$ cat src/odsc_map.vh
// Constants for the octal converter serial command port.
// Assumes inclusion by bare name from the design files.
`ifndef ODSC_MAP_VH
`define ODSC_MAP_VH
// ----------------------------------------------------------------------------
// Word layout
// ----------------------------------------------------------------------------
`define ODSC_WORD_BITS     16
`define ODSC_ADDR_MSB      13
`define ODSC_ADDR_LSB      11
`define ODSC_CMD_MSB       10
`define ODSC_CMD_LSB       8
`define ODSC_DATA_MSB      7
`define ODSC_DATA_LSB      0
// ----------------------------------------------------------------------------
// Command codes
// ----------------------------------------------------------------------------
`define ODSC_CMD_NOP       3'h0
`define ODSC_CMD_CLEAR     3'h1
`define ODSC_CMD_SHDN      3'h2
`define ODSC_CMD_PHASE     3'h3
`define ODSC_CMD_LOAD_ALL  3'h4
`define ODSC_CMD_LOAD_IN   3'h5
`define ODSC_CMD_LOAD_BOTH 3'h6
`define ODSC_CMD_XFER      3'h7
// ----------------------------------------------------------------------------
// Reset values
// ----------------------------------------------------------------------------
`define ODSC_RST_CODE      8'h00
`define ODSC_RST_ENABLE    8'hFF
`define ODSC_RST_PHASE     1'b0
`endif

$ cat src/odsc_chan.v
// One converter channel: input register, output register and buffer enable.
// Assumes decoded strobes from the command port, each one cycle wide; load_level is a level held as long as the load pin.
`timescale 1ns/1ns
`default_nettype none
`include "odsc_map.vh"
module odsc_chan #(
   parameter W = 8
) (
   // Clock and reset
   input  wire         clk,
   input  wire         rstn,
   // Strobes
   input  wire         clr,
   input  wire         wr_in,
   input  wire         wr_out,
   input  wire         xfer,
   input  wire         load_level,
   input  wire         shdn_wr,
   input  wire         shdn_bit,
   input  wire         wake,
   input  wire [W-1:0] data,
   // State
   output reg  [W-1:0] in_q,
   output reg  [W-1:0] out_q,
   output reg          en_q
);
   reg [W-1:0] in_d;

   // Next input register value.
   always @* begin
      in_d = in_q;
      if (clr) begin
         in_d = `ODSC_RST_CODE;
      end else if (wr_in) begin
         in_d = data;
      end
   end

   // Registers; a high load_level makes the output follow the input register.
   always @(posedge clk or negedge rstn) begin
      if (!rstn) begin
         in_q  <= `ODSC_RST_CODE;
         out_q <= `ODSC_RST_CODE;
         en_q  <= 1'b1;
      end else begin
         in_q <= in_d;
         if (clr) begin
            out_q <= `ODSC_RST_CODE;
         end else if (wr_out) begin
            out_q <= data;
         end else if (xfer || load_level) begin
            out_q <= in_d;
         end
         if (wake) begin
            en_q <= 1'b1;
         end else if (shdn_wr) begin
            en_q <= shdn_bit;
         end
      end
   end
endmodule // odsc_chan
`default_nettype wire

$ cat src/odsc_sync.v
// Three-stage synchroniser with agreement filter for one pin.
// Assumes the pin is asynchronous to clk; the output follows once stages two and three agree.
`timescale 1ns/1ns
`default_nettype none
module odsc_sync #(
   parameter RST_VAL = 1'b0
) (
   // Clock and reset
   input  wire clk,
   input  wire rstn,
   // Pin and filtered level
   input  wire pin,
   output reg  level_q
);
   reg s1_q;
   reg s2_q;
   reg s3_q;

   // The first stage feeds only the second, to keep metastability contained.
   always @(posedge clk or negedge rstn) begin
      if (!rstn) begin
         s1_q    <= RST_VAL;
         s2_q    <= RST_VAL;
         s3_q    <= RST_VAL;
         level_q <= RST_VAL;
      end else begin
         s1_q <= pin;
         s2_q <= s1_q;
         s3_q <= s2_q;
         if (s2_q == s3_q) begin
            level_q <= s3_q;
         end
      end
   end
endmodule // odsc_sync
`default_nettype wire

$ cat src/odsc_top.v
// Serial command port of an eight-channel 8-bit converter.
// Assumes the serial pins and load strobe are asynchronous to clk, which must be well faster than the
// serial clock so that every serial edge is seen.
`timescale 1ns/1ns
`default_nettype none
`include "odsc_map.vh"
module odsc_top #(
   parameter NCH = 8,
   parameter W   = 8
) (
   // Clock and reset
   input  wire             clk,
   input  wire             rstn,
   // Serial link pins
   input  wire             sclk,
   input  wire             cs_n,
   input  wire             din,
   output reg              dout,
   // Load strobe
   input  wire             load_strobe_n,
   // Channel codes, channel a in the low byte
   output reg  [NCH*W-1:0] chan_code,
   output reg  [NCH-1:0]   chan_enable,
   output reg              phase_rising
);
   // -------------------------------------------------------------------------
   // Pin synchronisers
   // -------------------------------------------------------------------------
   wire sclk_s;
   wire cs_n_s;
   wire din_s;
   wire ld_n_s;

   odsc_sync #(.RST_VAL(1'b0)) u_sclk (.clk(clk), .rstn(rstn), .pin(sclk), .level_q(sclk_s));
   odsc_sync #(.RST_VAL(1'b1)) u_cs   (.clk(clk), .rstn(rstn), .pin(cs_n), .level_q(cs_n_s));
   odsc_sync #(.RST_VAL(1'b0)) u_din  (.clk(clk), .rstn(rstn), .pin(din),  .level_q(din_s));
   odsc_sync #(.RST_VAL(1'b1)) u_ld   (.clk(clk), .rstn(rstn), .pin(load_strobe_n), .level_q(ld_n_s));

   // -------------------------------------------------------------------------
   // Edge detection
   // -------------------------------------------------------------------------
   reg  sclk_p_q;
   reg  cs_p_q;
   wire sclk_rise = sclk_s & ~sclk_p_q;
   wire sclk_fall = ~sclk_s & sclk_p_q;
   wire cs_rise   = cs_n_s & ~cs_p_q;

   // Previous filtered levels.
   always @(posedge clk or negedge rstn) begin
      if (!rstn) begin
         sclk_p_q <= 1'b0;
         cs_p_q   <= 1'b1;
      end else begin
         sclk_p_q <= sclk_s;
         cs_p_q   <= cs_n_s;
      end
   end

   // -------------------------------------------------------------------------
   // Shift register and serial output
   // -------------------------------------------------------------------------
   reg [`ODSC_WORD_BITS-1:0] shift_q;
   reg                       spill_q;
   reg                       phase_q;
   wire                      active = ~cs_n_s;

   // Bit 15 is the bit that entered sixteen edges ago; it leaves on the chosen edge.
   // The bit pushed out at a rise is kept so the falling mode can show it half a cycle later.
   always @(posedge clk or negedge rstn) begin
      if (!rstn) begin
         shift_q <= {`ODSC_WORD_BITS{1'b0}};
         spill_q <= 1'b0;
         dout    <= 1'b0;
      end else if (active) begin
         if (sclk_rise) begin
            shift_q <= {shift_q[`ODSC_WORD_BITS-2:0], din_s};
            spill_q <= shift_q[`ODSC_WORD_BITS-1];
            if (phase_q) begin
               dout <= shift_q[`ODSC_WORD_BITS-1];
            end
         end else if (sclk_fall && !phase_q) begin
            dout <= spill_q;
         end
      end
   end

   // -------------------------------------------------------------------------
   // Command decode
   // -------------------------------------------------------------------------
   // The two top bits are never decoded; they only pass on to the serial output.
   wire [2:0]   addr = shift_q[`ODSC_ADDR_MSB:`ODSC_ADDR_LSB];
   wire [2:0]   cmd  = shift_q[`ODSC_CMD_MSB:`ODSC_CMD_LSB];
   wire [W-1:0] data = shift_q[`ODSC_DATA_MSB:`ODSC_DATA_LSB];
   wire         exec = cs_rise;

   // Command test, used for every strobe below.
   function is_cmd;
      input [2:0] c;
      input [2:0] code;
      begin
         is_cmd = (c == code);
      end
   endfunction

   // Code zero drives no strobe at all.
   wire do_clr  = exec & is_cmd(cmd, `ODSC_CMD_CLEAR);
   wire do_shdn = exec & is_cmd(cmd, `ODSC_CMD_SHDN);
   wire do_ph   = exec & is_cmd(cmd, `ODSC_CMD_PHASE);
   wire do_all  = exec & is_cmd(cmd, `ODSC_CMD_LOAD_ALL);
   wire do_in   = exec & is_cmd(cmd, `ODSC_CMD_LOAD_IN);
   wire do_both = exec & is_cmd(cmd, `ODSC_CMD_LOAD_BOTH);
   wire do_xfer = exec & (is_cmd(cmd, `ODSC_CMD_XFER) | is_cmd(cmd, `ODSC_CMD_PHASE));
   wire do_wake = do_clr | do_all | do_both;

   // Phase bit persists until reset or the opposite command.
   always @(posedge clk or negedge rstn) begin
      if (!rstn) begin
         phase_q <= `ODSC_RST_PHASE;
      end else if (do_ph) begin
         phase_q <= addr[2];
      end
   end

   // -------------------------------------------------------------------------
   // Channels
   // -------------------------------------------------------------------------
   wire [NCH*W-1:0] in_w;
   wire [NCH*W-1:0] out_w;
   wire [NCH-1:0]   en_w;

   genvar g;
   generate
      for (g = 0; g < NCH; g = g + 1) begin : g_ch
         localparam [2:0] CH = g;
         wire sel = (addr == CH);
         odsc_chan #(.W(W)) u_ch (
            .clk        (clk),
            .rstn       (rstn),
            .clr        (do_clr),
            .wr_in      (do_all | ((do_in | do_both) & sel)),
            .wr_out     (do_all | (do_both & sel)),
            .xfer       (do_xfer),
            .load_level (~ld_n_s),
            .shdn_wr    (do_shdn),
            .shdn_bit   (data[g]),
            .wake       (do_wake),
            .data       (data),
            .in_q       (in_w[g*W +: W]),
            .out_q      (out_w[g*W +: W]),
            .en_q       (en_w[g])
         );
      end
   endgenerate

   // Registered copies so every output comes straight from a flip-flop.
   always @(posedge clk or negedge rstn) begin
      if (!rstn) begin
         chan_code    <= {NCH*W{1'b0}};
         chan_enable  <= {NCH{1'b1}};
         phase_rising <= 1'b0;
      end else begin
         chan_code    <= out_w;
         chan_enable  <= en_w;
         phase_rising <= phase_q;
      end
   end
endmodule // odsc_top
`default_nettype wire

$ cat config.mk
export PLATFORM = sky130hd
export DESIGN_NAME = odsc_top
export DESIGN_NICKNAME = d
export VERILOG_FILES = /design/src/odsc_chan.v /design/src/odsc_sync.v /design/src/odsc_top.v
export VERILOG_INCLUDE_DIRS = /design/src
export SDC_FILE = /design/constraint.sdc
export NUM_CORES = 1
export LEC_CHECK = 0
export BUFFER_PORTS_ARGS = -buffer_cell sky130_fd_sc_hd__buf_2
export CAP_MARGIN = 20
export CORE_ASPECT_RATIO = 2
export CORE_UTILIZATION = 55
export CTS_BUF_LIST = sky130_fd_sc_hd__clkbuf_8
export CTS_CLUSTER_DIAMETER = 50
export DETAILED_ROUTE_END_ITERATION = 6
export PLACE_DENSITY = 0.71
export SETUP_SLACK_MARGIN = 0.3
export SYNTH_ARGS = -nofsm -noshare
export SYNTH_HDL_FRONTEND = slang
export SYNTH_SLANG_ARGS = --single-unit
$ cat constraint.sdc
create_clock -name clk -period 3.33 [get_ports clk]
set_input_delay 0.4995 -clock clk [delete_from_list [all_inputs] [get_ports clk]]
set_output_delay 0.4995 -clock clk [all_outputs]
set_load 0.05 [all_outputs]
==> summary.txt <==
SYNTH
--------------------------------------------------------------------------------------
Leading cell types by total area after synthesis                          dfrtp_1 (51%), o211ai_2 (7.4%), nand3_1 (6.4%)
Post-synth ARST share                                                             1.00
Net Count, Synth                                                                   918
Gate Count Post-Synth                                                              912
Top post-synthesis cells by count                                         dfrtp_1 (221), nand3_1 (137), nand2_1 (83)
Register bit total from synthesis                                                  246
Number of distinct standard cells referenced by the synthesized netlist             48
Post-synthesis sequential area ratio                                             0.573
Avg Inst Size Synth                                                           11.8 um2
Most common cell in the netlist                                                dfrtp_1
Number of enable flip-flop cells after synthesis                                     0
Netlist area before placement                                                10800 um2
Share of Yosys cell area claimed by the top area cell type                       0.512
Yosys warnings                                                                       0
Flip-flop cell with the highest count after synthesis                          dfrtp_1
Cell type with the highest aggregate area in the netlist                       dfrtp_1

CLOCKING
--------------------------------------------------------------------------------------
Quantity of hold-fixing buffers added after cts                                      0
CTS clk-pin slew, worst paths                                                  0.08 ns
Clk root buf                                                                  clkbuf_8
Clock tree from TritonCTS                                                        built
Insertion delay of the later-clocked pin in the worst-skew pair                0.53 ns
Clock sink count                                                                   246
Bufs on Longest Clock Path                                                           3
Cts bufs inserted                                                                   35
Clock H-tree levels                                                                  2
Buffer count from post-CTS setup fixing                                              0
Number of gates resized after cts                                                    0

PWR
--------------------------------------------------------------------------------------
Clock power share                                                                0.324
Net Sw Frac                                                                      0.333
Power per unit of standard cell area                                        631 nW/um2
Sequential cell fraction of total power                                          0.497
Static Leakage                                                                 6.10 nW
Max VDD drop                                                                  0.538 mV
Comb pwr share                                                                   0.180
Switching power                                                              0.00252 W
Design internal power                                                        0.00504 W

GLOBAL ROUTE
--------------------------------------------------------------------------------------
Pin count of the biggest net entering global routing                               107
Number of global-route vias before repair                                         7409
Overall Global Routing Usage                                                     0.247
Overflow left after global routing                                                   0
Number of antenna violations at the first check in global routing                    0
Global-route wire length before repair                                        38900 um

TIMING
--------------------------------------------------------------------------------------
Period minus WS final                                                          2.60 ns
Upper clock frequency limit                                                    385 MHz
Final clock period utilization by the worst path                                 0.780
Slew Limit Fails                                                                     0
Setup-failing EPs final                                                              0
Hold_ws                                                                     -0.0117 ns
Max-slew headroom at the worst pin                                               0.215
Number of failing hold endpoints at the final stage                                  8
Setup repair after global routing missed its margin                              false
Slew @ Worst Pin                                                               1.18 ns
Setup TNS Final                                                                   0 ns
Final clock skew                                                             0.0199 ns

LAYOUT
--------------------------------------------------------------------------------------
Synthesis-to-layout area growth                                                  10.9%
Ant. Diodes                                                                          0
Final std cells w/o fill                                                          1245
Non-Filler Cell Area, Final                                                  12000 um2
Fraction of final layout cells with drive strength greater than 1                0.288
Nets@finish                                                                        967

DRT
--------------------------------------------------------------------------------------
Count of antenna-violating nets left after detailed routing                          0
First-pass iteration count of the detailed router                                    5
Detail-routed via count per cell                                                  5.87
Detailed router's first-iteration violation count                                  333
Routed wire per std cell                                                       19.1 um
Wire length reported by the detailed router                                   23700 um
Via count                                                                         7309
Residual DRC                                                                         0

CRITICAL PATH
--------------------------------------------------------------------------------------
Critical path launch point type                                                   flop
Number of buffers and inverters on the critical path                                 0
Top fanout value on the critical path                                               64
Arrival time worst endpoint                                                    3.03 ns
Library cell contributing the largest single delay on the critical path         or3b_1
Critical-path cell list                                                   or3b_1 -> nor2_8 -> o21ai_0 -> a21oi_1
Setup Crit Path Kind                                                        reg -> reg
Crit. End Element                                                                 flop
Stage delay of the slowest cell on the critical path                           0.76 ns
Slack of the worst reg-to-reg path                                             0.73 ns
Delay-heaviest family, CP                                                 simple AND/OR/NAND/NOR gates
Data required time of the worst path                                           3.76 ns

PLACED DESIGN
--------------------------------------------------------------------------------------
Routability congestion estimate from global placement                            0.788
Placed cell area                                                             11200 um2
Post-detail-place hpwl                                                        14600 um
Port buffer count                                                                   79
Placed Instances                                                                  1181

STATUS
--------------------------------------------------------------------------------------
Violated checks                                                            hold timing
Run status                                                                finished with violations

FLOORPLAN
--------------------------------------------------------------------------------------
Die height                                                                      200 um
Die area                                                                     20200 um2
Chip Width                                                                      101 um
Count of standard-cell rows                                                         72
I/O Pins                                                                            80
Standard cell core area                                                      19300 um2
Effective utilization at floorplan                                               0.560

RUN
--------------------------------------------------------------------------------------
Max cap viols                                                                        0

HOLD PATH
--------------------------------------------------------------------------------------
Kind of path behind the tightest hold check                                in -> async

[cell families (layout without fill, tap and decap cells)]
kind of cell    after synthesis  count (layout)  share of synthesized area
simple gates                272             272                      0.136
compound gates              211             211                      0.154
buf+inv                      93             167                     0.0491
mux                          84              84                     0.0802
xor+xnor                      2               2                    0.00406
fa+ha+maj                     4               4                    0.00371
flops                       246             246                      0.573
[power by group through the flow]
stage | logic (W) | clock network, W | registers [W]
after floorplan | 0.000937 | 0 | 0.00371
after CTS | 0.00124 | 0.00251 | 0.00382
after global routing | 0.00144 | 0.00264 | 0.00379
after global placement | 0.00122 | 0 | 0.00386
after detailed placement | 0.00123 | 0 | 0.00387
final | 0.00136 | 0.00245 | 0.00375
[sequential cells by signal, summed over array words and instances (netlist names), 8 cells and up]
name / count
g_ch.u_ch.en_q: 8
chan_code: 64
g_ch.u_ch.out_q: 64
chan_enable: 8
g_ch.u_ch.in_q: 64
shift_q: 16
[metrics by stage]
stage          utilization  setup WS [ns]  total power [W]
3_3_place_gp         0.581          0.839          0.00507
6_report             0.621          0.734          0.00756
2_1_floorplan            -           1.37          0.00465
5_1_grt              0.621          0.566          0.00787
4_1_cts              0.619          0.769          0.00756
3_5_place_dp         0.581          0.800          0.00511
[final timing paths]
path                                  start              endpoint  cells past startpoint
worst max register to register   shift_q[9]  g_ch[3].u_ch.in_q[2]                      4
worst max-delay path             shift_q[9]  g_ch[3].u_ch.in_q[2]                      4
min in group clk                       cs_n             u_cs.s1_q                      1
max in group asynchronous              rstn     g_ch[2].u_ch.en_q                      2
worst min-delay path                   rstn         chan_code[16]                      1
worst min register to register  u_sclk.s1_q           u_sclk.s2_q                      0
[worst register-to-register path: cells and delay by family, from the launching register on]
| family | cells | cell delay [ns] |
|---|---|---|
| simple gates | 2 | 1.49 |
| flops | 1 | 0.56 |
| compound gates | 2 | 0.45 |
[cell type report]
type                            instances  area, um2
Multi-Input combinational cell        573       4090
Tap cell                              259        324
Clock inverter                         19        133
Clock buffer                           43        592
Fill cell                            1598       7300
Sequential cell                       246       6190
Inverter                                2       7.51
Timing Repair Buffer                  103        638
[placed cells by master (no fill, tap or decap), types with 2 or more instances in the layout]
cell / n
mux2_2: 20
dfstp_2: 25
and3_1: 4
or3b_1: 3
o211ai_2: 64
clkbuf_8: 43
mux2i_1: 64
nand3_1: 137
nor2_1: 3
nor3_1: 4
nor2b_1: 2
o22a_1: 4
buf_8: 2
nand3_4: 4
a22o_1: 3
o21ai_1: 9
nor3b_2: 2
maj3_1: 4
o21ai_0: 55
inv_1: 14
buf_2: 78
and4_1: 2
a21oi_1: 65
buf_12: 2
nand4bb_1: 2
nand2_1: 82
buf_4: 20
or3_1: 11
and4b_4: 2
a22oi_1: 4
clkinv_2: 4
o22ai_4: 5
bufinv_16: 2
dfrtp_1: 221
nand2b_1: 3
[per-layer routing]
metal	GRT usage	vias to the layer above	wire length, um
li1	-	3368	-
met1	0.310	3682	9230
met2	0.407	199	12400
met3	0.0314	60	958
met4	0.138	0	1170
met5	0	-	0
No activity file was read; power rests on OpenSTA's default activity.
